==> config.mk <==
export PLATFORM = sky130hd
export DESIGN_NAME = fzv_vote
export DESIGN_NICKNAME = d
export VERILOG_FILES = /design/src/fzv_pkg.sv /design/src/fzv_vote.sv /design/src/fzv_sync.sv /design/src/fzv_zone.sv
export VERILOG_INCLUDE_DIRS = /design/src /design/src/src
export SDC_FILE = /design/constraint.sdc
export NUM_CORES = 1
export LEC_CHECK = 0
export BUFFER_PORTS_ARGS = -buffer_cell sky130_fd_sc_hd__buf_2
export CORE_MARGIN = 2
export CORE_UTILIZATION = 30
export CTS_BUF_LIST = sky130_fd_sc_hd__clkbuf_4
export DETAILED_ROUTE_END_ITERATION = 6
export SLEW_MARGIN = 25
export SYNTH_ARGS = -nofsm -noshare
export SYNTH_HDL_FRONTEND = slang
export SYNTH_SLANG_ARGS = --single-unit
==> constraint.sdc <==
create_clock -name sys_clk -period 5.2 [get_ports sys_clk]
set_clock_uncertainty 0.1 [all_clocks]
set_input_delay 0.26 -clock sys_clk [delete_from_list [all_inputs] [get_ports sys_clk]]
set_output_delay 0.26 -clock sys_clk [all_outputs]
set_load 0.03 [all_outputs]
==> src/fzv_cfg.svh <==
// Constants for the flame zone voting block.
`ifndef FZV_CFG_SVH
`define FZV_CFG_SVH
`define FZV_MIN_GATES 4'h2
`define FZV_MIN_CNT 4'h2
`define FZV_MIN_VOTE 3'h1
`define FZV_ONE_OF 3'h1
`define FZV_TWO_OF 3'h2
`define FZV_SW_SEP 0
`define FZV_SW_W1 1
`define FZV_SW_W2 2
`define FZV_SW_W4 3
`define FZV_SYNC_W 8'h0B
`endif

==> src/fzv_pkg.sv <==
// Types shared by the flame zone voting block.
package fzv_pkg;
    typedef struct packed {
        logic [3:0] cnt;
        logic [3:0] gates;
        logic sep;
        logic [2:0] vthr;
        logic thr_b2;
        logic thr_a2;
        logic nonlatch;
        logic slave;
    } fzv_cfg_t;
    typedef enum logic [1:0] {
        FZV_S_IDLE = 2'b01,
        FZV_S_PULSE = 2'b10
    } fzv_strb_t;
endpackage

==> src/fzv_vote.sv <==
// Flame zone voting top: zone qualification, voting, latching and chain bus.
// Operation
// - Consecutive gates are sum of weighted switches.
// - Gate requirement below two becomes two.
// - Non-latching fires only on simultaneous zones.
// - Latching fires on cumulative zone reports.
// - Arrangement closed selects two separate groups.
// - Group B needs one or two zones.
// - Group A needs one or two zones.
// - Common voting threshold is one to seven.
// - Chained controllers share zone counts over bus.
// - Common mode turns output A into strobe.
// - Test mode always votes as latching.
// - Test mode keeps outputs quiet, indicators live.
// - Latching output holds until controller reset.
// - Open role switch makes controller master.
// - Last slave makes final group B decision.
// - Fault and alarm never travel the bus.
// - Count detector pulses within each gate.
// - Zone fires after enough consecutive qualified gates.
`timescale 1ns/10ps
`include "fzv_cfg.svh"
module fzv_vote
    import fzv_pkg::*;
(
    input wire logic sys_clk, // System clock, 100 MHz.
    input wire logic rst_n, // Asynchronous reset, active low.
    input wire logic [7:0] det_pulse, // Detector pulse pins.
    input wire logic gate_tick, // Gate interval boundary.
    input wire logic [3:0] sw_cnt, // Counts per gate switches.
    input wire logic [3:0] sw_gates, // Consecutive gate switches.
    input wire logic [3:0] sw_vote, // Fire logic selection switches.
    input wire logic sw_nonlatch, // Closed means non-latching.
    input wire logic sw_slave, // Closed means slave.
    input wire logic test_pin, // Test mode pin.
    input wire logic creset_pin, // Controller reset pin.
    input wire logic [6:0] bus_cnt_in, // Upstream zone count.
    input wire logic bus_strb_in, // Upstream data strobe.
    output logic [6:0] bus_cnt_out, // Downstream zone count.
    output logic fire_a_o, // Fire logic A or data strobe.
    output logic fire_b_o, // Fire logic B output.
    output logic led_fire_a, // Fire logic A indicator.
    output logic led_fire_b, // Fire logic B indicator.
    output logic [7:0] led_zone // Zone indicators.
);
    fzv_cfg_t cfg_q;
    fzv_strb_t st_q;
    logic cfg_ok_q;
    logic [7:0] pins_s;
    logic [7:0] pins_d_q;
    logic [7:0] pulse;
    logic [7:0] zfire;
    logic [7:0] seen_q;
    logic [7:0] vz;
    logic [2:0] ctl_s;
    logic [6:0] up_q;
    logic strb_d_q;
    logic test_m;
    logic clr;
    logic latch_eff;
    logic [6:0] total;
    logic [2:0] thr_a;
    logic [2:0] thr_b;
    logic [2:0] thr_c;
    logic vote_a;
    logic vote_b;
    logic led_a_q;
    logic led_b_q;
    logic [6:0] out_q;

    // ----------------------------------------
    // Helper functions
    // ----------------------------------------
    function automatic logic [2:0] pop4(input logic [3:0] v);
        pop4 = {2'h0, v[0]} + {2'h0, v[1]} + {2'h0, v[2]} + {2'h0, v[3]};
    endfunction

    function automatic logic [3:0] floor2(input logic [3:0] v, input logic [3:0] m);
        floor2 = (v < m) ? m : v;
    endfunction

    function automatic logic [2:0] need_of(input logic two);
        need_of = two ? `FZV_TWO_OF : `FZV_ONE_OF;
    endfunction

    // ----------------------------------------
    // Input synchronisers
    // ----------------------------------------
    fzv_sync #(.W(8)) u_det_sync (
        .sys_clk(sys_clk),
        .rst_n(rst_n),
        .d(det_pulse),
        .q(pins_s)
    );

    fzv_sync #(.W(3)) u_ctl_sync (
        .sys_clk(sys_clk),
        .rst_n(rst_n),
        .d({test_pin, creset_pin, bus_strb_in}),
        .q(ctl_s)
    );

    assign test_m = ctl_s[2];
    assign clr = ctl_s[1];

    always_ff @(posedge sys_clk or negedge rst_n) begin
        if (!rst_n) begin
            pins_d_q <= '0;
            strb_d_q <= 1'b0;
        end else begin
            pins_d_q <= pins_s;
            strb_d_q <= ctl_s[0];
        end
    end

    assign pulse = pins_s & ~pins_d_q;

    // ----------------------------------------
    // Switch capture
    // ----------------------------------------
    // Switches are taken once, on the first edge after reset release.
    always_ff @(posedge sys_clk or negedge rst_n) begin
        if (!rst_n) begin
            cfg_ok_q <= 1'b0;
            cfg_q <= '0;
        end else if (!cfg_ok_q) begin
            cfg_ok_q <= 1'b1;
            cfg_q.cnt <= floor2(sw_cnt, `FZV_MIN_CNT);
            cfg_q.gates <= floor2(sw_gates, `FZV_MIN_GATES);
            cfg_q.sep <= sw_vote[`FZV_SW_SEP];
            cfg_q.vthr <= {sw_vote[`FZV_SW_W4], sw_vote[`FZV_SW_W2], sw_vote[`FZV_SW_W1]};
            cfg_q.thr_b2 <= sw_vote[`FZV_SW_W2];
            cfg_q.thr_a2 <= sw_vote[`FZV_SW_W4];
            cfg_q.nonlatch <= sw_nonlatch;
            cfg_q.slave <= sw_slave;
        end
    end

    // ----------------------------------------
    // Zone qualification
    // ----------------------------------------
    for (genvar z = 0; z < 8; z++) begin : g_zone
        fzv_zone u_zone (
            .sys_clk(sys_clk),
            .rst_n(rst_n),
            .pulse(pulse[z]),
            .gate_tick(gate_tick && cfg_ok_q),
            .cnt_req(cfg_q.cnt),
            .gates_req(cfg_q.gates),
            .fire(zfire[z])
        );
    end

    // Zones seen in fire stay remembered until a controller reset.
    always_ff @(posedge sys_clk or negedge rst_n) begin
        if (!rst_n) begin
            seen_q <= '0;
        end else if (clr) begin
            seen_q <= '0;
        end else begin
            seen_q <= seen_q | zfire;
        end
    end

    assign latch_eff = test_m || !cfg_q.nonlatch;
    assign vz = latch_eff ? seen_q : zfire;
    assign led_zone = seen_q;

    // ----------------------------------------
    // Chain bus
    // ----------------------------------------
    // The upstream word is stable when its strobe arrives; a master ignores it.
    always_ff @(posedge sys_clk or negedge rst_n) begin
        if (!rst_n) begin
            up_q <= '0;
        end else if (!cfg_q.slave || cfg_q.sep) begin
            up_q <= '0;
        end else if (ctl_s[0] && !strb_d_q) begin
            up_q <= bus_cnt_in;
        end
    end

    assign total = up_q + {3'h0, {1'b0, pop4(vz[3:0])} + {1'b0, pop4(vz[7:4])}};

    // Only the zone count goes downstream; fault and alarm stay local.
    always_ff @(posedge sys_clk or negedge rst_n) begin
        if (!rst_n) begin
            out_q <= '0;
        end else if (test_m || cfg_q.sep) begin
            out_q <= '0;
        end else begin
            out_q <= total;
        end
    end

    assign bus_cnt_out = out_q;

    // A strobe follows each change of the downstream word, except a change that comes one cycle after the last one.
    always_ff @(posedge sys_clk or negedge rst_n) begin
        if (!rst_n) begin
            st_q <= FZV_S_IDLE;
        end else begin
            case (st_q)
                FZV_S_IDLE: begin
                    if (out_q != total && !test_m && !cfg_q.sep) begin
                        st_q <= FZV_S_PULSE;
                    end
                end
                FZV_S_PULSE: begin
                    st_q <= FZV_S_IDLE;
                end
                default: begin
                    st_q <= FZV_S_IDLE;
                end
            endcase
        end
    end

    // ----------------------------------------
    // Voting
    // ----------------------------------------
    assign thr_a = need_of(cfg_q.thr_a2);
    assign thr_b = need_of(cfg_q.thr_b2);
    assign thr_c = (cfg_q.vthr == 3'h0) ? `FZV_MIN_VOTE : cfg_q.vthr;

    always_comb begin
        vote_a = 1'b0;
        vote_b = 1'b0;
        if (cfg_ok_q) begin
            if (cfg_q.sep) begin
                vote_a = pop4(vz[3:0]) >= thr_a;
                vote_b = pop4(vz[7:4]) >= thr_b;
            end else begin
                vote_b = total >= {4'h0, thr_c};
            end
        end
    end

    // Latched results hold until a controller reset.
    always_ff @(posedge sys_clk or negedge rst_n) begin
        if (!rst_n) begin
            led_a_q <= 1'b0;
            led_b_q <= 1'b0;
        end else if (clr) begin
            led_a_q <= 1'b0;
            led_b_q <= 1'b0;
        end else begin
            led_a_q <= vote_a || (latch_eff && led_a_q);
            led_b_q <= vote_b || (latch_eff && led_b_q);
        end
    end

    assign led_fire_a = led_a_q;
    assign led_fire_b = led_b_q;

    // ----------------------------------------
    // External outputs
    // ----------------------------------------
    always_comb begin
        fire_a_o = 1'b0;
        fire_b_o = 1'b0;
        if (!test_m) begin
            fire_b_o = led_b_q;
            fire_a_o = cfg_q.sep ? led_a_q : (st_q == FZV_S_PULSE);
        end
    end
endmodule

==> src/fzv_sync.sv <==
// Three-stage input synchroniser that accepts a change once stages two and three agree.
`timescale 1ns/10ps
module fzv_sync #(
    parameter int W = 1
) (
    sys_clk, // System clock.
    rst_n, // Asynchronous reset, active low.
    d, // Asynchronous input.
    q // Filtered, synchronised output.
);
    input wire logic sys_clk;
    input wire logic rst_n;
    input wire logic [W-1:0] d;
    output logic [W-1:0] q;
    logic [W-1:0] s1_q;
    logic [W-1:0] s2_q;
    logic [W-1:0] s3_q;

    always_ff @(posedge sys_clk or negedge rst_n) begin
        if (!rst_n) begin
            s1_q <= '0;
            s2_q <= '0;
            s3_q <= '0;
        end else begin
            s1_q <= d;
            s2_q <= s1_q;
            s3_q <= s2_q;
        end
    end

    always_ff @(posedge sys_clk or negedge rst_n) begin
        if (!rst_n) begin
            q <= '0;
        end else begin
            for (int i = 0; i < W; i++) begin
                if (s2_q[i] == s3_q[i]) begin
                    q[i] <= s3_q[i];
                end
            end
        end
    end
endmodule

==> src/fzv_zone.sv <==
// One detector zone: pulse counting per gate and consecutive gate qualification.
`timescale 1ns/10ps
module fzv_zone
    import fzv_pkg::*;
(
    input wire logic sys_clk, // System clock.
    input wire logic rst_n, // Asynchronous reset, active low.
    input wire logic pulse, // One-cycle detector pulse.
    input wire logic gate_tick, // End of a gate interval.
    input wire logic [3:0] cnt_req, // Counts needed per gate.
    input wire logic [3:0] gates_req, // Consecutive gates needed.
    output logic fire // Zone fire condition.
);
    logic [3:0] pcnt_q;
    logic [3:0] run_q;
    logic qual;

    assign qual = (pcnt_q >= cnt_req);

    always_ff @(posedge sys_clk or negedge rst_n) begin
        if (!rst_n) begin
            pcnt_q <= '0;
        end else if (gate_tick) begin
            pcnt_q <= {3'h0, pulse};
        end else if (pulse && pcnt_q != 4'hF) begin
            pcnt_q <= pcnt_q + 4'h1;
        end
    end

    always_ff @(posedge sys_clk or negedge rst_n) begin
        if (!rst_n) begin
            run_q <= '0;
            fire <= 1'b0;
        end else if (gate_tick) begin
            if (!qual) begin
                run_q <= '0;
                fire <= 1'b0;
            end else begin
                if (run_q != 4'hF) begin
                    run_q <= run_q + 4'h1;
                end
                fire <= ({1'b0, run_q} + 5'h01 >= {1'b0, gates_req});
            end
        end
    end
endmodule

-- After elaboration in Yosys (flattened, before gate mapping)
Index checks and enable logic that the tools add are counted.
- bits of input ports: 35
- logic and storage cells: 256
- flip-flop bits (word level): 168
- output and inout port bits: 19
- order comparisons: 21
- bitwise logic cells: 3
- eq/ne operators: 39
- reduce and logical (&&, ||, !) cells: 42
- $add $sub $neg: 32
- mux-type cells: 61
- operators with widths (operator ; number):
    $mux W4 ; 34
    $add A4 B1 Y4 const B ; 16
    $ne A4 B4 Y1 const B ; 16
    $add A4 B1 Y5 const B ; 8
    $ge A5 B4 Y1 ; 8
    $ge A4 B4 Y1 ; 8
    $mux W7 ; 3
    $ne A2 B2 Y1 const B ; 9
    $reduce_bool A2 Y1 ; 9
    $mux W1 ; 17
    $mux W8 ; 2
    $reduce_and A2 Y1 ; 8
    $logic_and A1 B1 Y1 ; 14
    $eq A1 B1 Y1 ; 11
    $and A8 B8 Y8 ; 1
    $lt A4 B2 Y1 const B ; 2
    $mux W2 ; 4
    $not A8 Y8 ; 1
    $or A8 B8 Y8 ; 1
    $add A7 B4 Y7 ; 1
    $ge A7 B3 Y1 ; 1
    $ne A7 B7 Y1 ; 1
    $add A2 B1 Y3 ; 2
    $add A3 B1 Y3 ; 2
    9 further kinds ; 19

-- Depth between registers and ports, before layout
- depth after elaboration: 13
- mapped depth: 15
- depth with buffers taken out: 14

-- By module
Synthesis repeated with hierarchy kept, for this count alone.
- cells, all modules: 867
- area, all modules: 9097.5 um2
- by module, submodules not included (module ; seq. area each (um2) ; area an instance (um2) ; cells an instance ; instances):
    fzv_zone ; 225.2 ; 661.9 ; 70 ; 8
    fzv_vote ; 1252.5 ; 2577.5 ; 252 ; 1
    fzv_sync at u_det_sync ; 800.8 ; 890.9 ; 40 ; 1
    fzv_sync at u_ctl_sync ; 300.3 ; 334.1 ; 15 ; 1

-- Worst setup path before layout
Ideal clock, no wire load.
- path type: reg2reg
- from: reg u_ctl_sync.q[2]
- to: reg st_q[1]
- stages on the path, launching flop included: 15
- buffers on the path: 1
- data required time: 4.968 ns
- path slack: 1.010 ns
- library setup time: 0.132 ns
- arrival time: 3.958 ns
- period minus slack after synthesis: 4.190 ns
- cells stage by stage: dfrtp_1 nand2b_1 buf_2 mux2_2 fa_1 ha_1 ha_1 fa_1 ha_1 fa_1 a21o_1 a32oi_2 xnor2_1 nor3_2 a31oi_1
- word-level cells in the longest chain between the ends: 11
- elaborated cells on any way between the ends: 15
- classes of those cells: add/sub (8); eq/ne (2); mux (1); reduce/logical (4)
- ends and longest elaborated chain (element ; line ; RTL):
    start, declared ; fzv_sync.sv:14 ; output logic [W-1:0] q;
    start signal, assigned by index ; fzv_sync.sv:37 ; q[i] <= s3_q[i];
    $logic_or A1 B1 Y1 ; fzv_vote.sv:165 ; assign latch_eff = test_m || !cfg_q.nonlatch;
    $mux W8 ; fzv_vote.sv:166 ; assign vz = latch_eff ? seen_q : zfire;
    $add A1 B1 Y2 ; fzv_vote.sv:75 ; pop4 = {2'h0, v[0]} + {2'h0, v[1]} + {2'h0, v[2]} + {2'h0, v[3]};
    $add A2 B1 Y3 ; fzv_vote.sv:75 ;
    $add A3 B1 Y3 ; fzv_vote.sv:75 ;
    $add A3 B3 Y4 ; fzv_vote.sv:183 ; assign total = up_q + {3'h0, {1'b0, pop4(vz[3:0])} + {1'b0, pop4(vz[7:4])}};
    $add A7 B4 Y7 ; fzv_vote.sv:183 ;
    $ne A7 B7 Y1 ; fzv_vote.sv:205 ; if (out_q != total && !test_m && !cfg_q.sep) begin
    $logic_and A1 B1 Y1 * (2 in series) ; fzv_vote.sv:205 ;
    $ne A2 B2 Y1 (no source line) * ; -- ;
    end signal, assigned ; fzv_vote.sv:206 ; st_q <= FZV_S_PULSE;
    end signal, assigned ; fzv_vote.sv:210 ; st_q <= FZV_S_IDLE;
    end signal, assigned ; fzv_vote.sv:213 ; st_q <= FZV_S_IDLE;
    end, declared ; fzv_vote.sv:47 ; fzv_strb_t st_q;
Every way passes the cells marked *; elsewhere a longest branch is shown, timed or not.
A chain may end at the register's enable or synchronous reset.

-- Final worst setup path
- from: reg u_ctl_sync.q[2]
- to: reg st_q[0]
The elaborated chain is that of the path after synthesis.

==> run metrics <==
Worst setup EP type register; #FFs+latches synth between 150 and 200; Worst R2R End st_q[0]; Worst Reg2Reg Path Length in Cells 13; quantity of gates resized following cts 0; setup violators final 0; final core occ a little over a third; TritonCTS clock tree built; sequential share of the synthesized area between 40 and 50%; clock root buffer clkbuf_4; WP data required between 5 and 6 ns; cell count after synthesis roughly 800; Final Hold Viols 0; TNS Setup 0 ns; area grow syn2layout 14.67%; Antenna Nets Post-Route 0; Final Cycle Share roughly nine tenths; # DRC 0; fmax around 220 MHz; MaxCap Viol Count 0; crit path DAT approximately 5 ns; Clock Path Buffers 2; final global-route overflow total 0; status completed; worst skew pair latency about 0.58 ns; GRT Total Usage 12.06%; initial antenna violation count 1; commonest non-fill, non-tap cell in the layout dfrtp_1; Placer Congestion approximately 0.80; worst-path maximum fanout 11; critical path startpoint category register; wire length per cell 13.67 um; DR pass1 iterations 4; P_leak around 0.0048 uW; row cnt 62; largest net degree at the start of global routing 71; total power approximately 3100 uW; Syn Nets 931; CTS H-tree depth 4; fin cells between 1000 and 1500; port bufs between 50 and 60; hpwl dp 12.07 mm; Min Hold Slack 0.1350 ns; VDD IR-drop max roughly 0.14 mV; DP Cell Count roughly 1200; DRT iter0 DRCs about 320; Distinct cells, synth 46; core area approximately 29000 sq um; Reg area roughly 4200 sq um; Tightest Pin Transition between 0.8 and 0.9 ns; Post-synth EDFFs 0; min Tclk post-route approximately 4.6 ns; critical path class register to register; number of global-route vias before repair roughly 6000; die width between 150 and 200 um; postcts setup bufs 0; synth warn 0; Chip Height between 150 and 200 um; RSZ-0062 raised after global routing false; TritonCTS buffer count 17; hold crit path type input port to asynchronous set/reset pin; Cell Area, Synth around 8700 sq um; num ports 54; Via density about 4.6; die area about 30000 sq um; reg2reg setup slack 0.57 ns; drt total wl roughly 17 mm; Initial Utilization 30.38%; fill count ~2900; PD cells ~310 nW/um^2; Clock Sinks approximately 170; first-pass GRT wire length around 30 mm; most frequent cells in the layout dfrtp_1, ha_1, nor2_1, nand2_1, buf_2; r2r startpoint u_ctl_sync.q[2]; Layout Nets between 1000 and 1500; vias about 5900; Main synth FF type dfrtp_1; relative slew slack about 41%; clock slew at reported path FFs 0.16 ns; Slew Limit Fails 0; multi-input combinational cell area approximately 4300 sq um; ys async rst share 100.0%; share of layout cells above drive strength 1 12.49%; Avg Synthesized Cell Area 10.91 sq um
cell usage after synthesis (all sizes together) (8+ instances only):
library cell,number,share of area [%]
dfrtp,165,48
ha,94,14
nor2,63,2.7
nand2,53,2.3
a21oi,44,2.5
o21ai,30,1.7
xor2,28,2.8
inv,27,1.2
a21o,26,2.3
nand3,26,1.6
xnor2,25,2.5
clkbuf,20,0.87
nand2b,20,1.4
mux2,18,2.3
mux2i,14,1.6
and2,11,0.79
maj3,11,1.3
nor2b,11,0.79
nor3,11,0.69
o31ai,11,0.95
a211oi,9,0.78
and3,9,0.65
buf,8,0.52
nand4,8,0.58
o21a,8,0.69
o21bai,8,0.69
metal layers:
metal / track usage, % / part of all wire [%]
met5: 0 / 0
met4: 4.097 / 1.4
met3: 2.340 / 2.2
met2: 19.12 / 47
met1: 16.52 / 50
logic make-up after synthesis:
kind of cell | Yosys count | share of synthesized area [%]
fa+ha+maj | 112 | 16.45
compound gates | 152 | 11.28
other cells | 1 | 0.04324
mux | 32 | 3.953
flops | 166 | 47.92
xor+xnor | 53 | 5.353
simple gates | 224 | 12.45
buf+inv | 55 | 2.554
final cells by class:
type                       count  share of cell area (%)
multi-input combinational    574                   43.23
timing repair buffer          91                   6.480
sequential                   166                   41.78
tap                          384                   4.831
inverter                      27                   1.019
antenna                        1                 0.02516
clock buffer                  18                   1.359
clock inverter                13                   1.271
state kept, by name (all words and copies together), names as in the netlist, 2 cells and up:
signal and flops:
u_det_sync.q 8, u_ctl_sync.s1_q 3, up_q 7, u_ctl_sync.q 3, led_zone 8, g_zone.u_zone.fire 8, bus_cnt_out 7, g_zone.u_zone.run_q 32
u_ctl_sync.s3_q 3, u_det_sync.s1_q 8, u_det_sync.s3_q 8, st_q 2, g_zone.u_zone.pcnt_q 32, cfg_q 14, u_ctl_sync.s2_q 3, pins_d_q 8
u_det_sync.s2_q 8
worst max-delay path by stage:
stage	start	endpoint	slack, ns	cells past startpoint
6_report	u_ctl_sync.q[2]	st_q[0]	0.57	13
3_5_place_dp	u_ctl_sync.q[2]	st_q[0]	0.57	13
2_1_floorplan	u_ctl_sync.q[2]	st_q[1]	1.01	14
3_3_place_gp	u_ctl_sync.q[2]	st_q[1]	0.66	13
4_1_cts	u_ctl_sync.q[2]	st_q[0]	0.54	13
5_1_grt	u_ctl_sync.q[2]	st_q[0]	0.36	13
power by group:
part	switching [uW]	internal (uW)
logic	409	382
registers	166	1440
clock network	477	246
repair_timing:
item                                   CTS  global route
endpoints found under the hold margin  100             0
setup endpoints to repair                0             0
hold buffers                            35             0
critical path: stages (launching register included):
cell and delay [ns]:
dfrtp_1 0.45, nand2b_1 0.48, mux2_2 0.41, fa_1 0.48
ha_1 0.25, ha_1 0.31, fa_1 0.46, ha_1 0.24
fa_1 0.44, a21o_1 0.21, a32oi_2 0.26, xnor2_1 0.12
nor3_2 0.23, a31o_1 0.17
through the flow:
step / setup WS, ns / cell area (sq um)
6_report: 0.5717 / 9945
5_1_grt: 0.3607 / 9945
4_1_cts: 0.5400 / 9942
3_5_place_dp: 0.5679 / 9330
3_3_place_gp: 0.6647 / 9330
2_1_floorplan: 1.010 / 8672
Note: power is estimated with default switching activity, not from simulation.
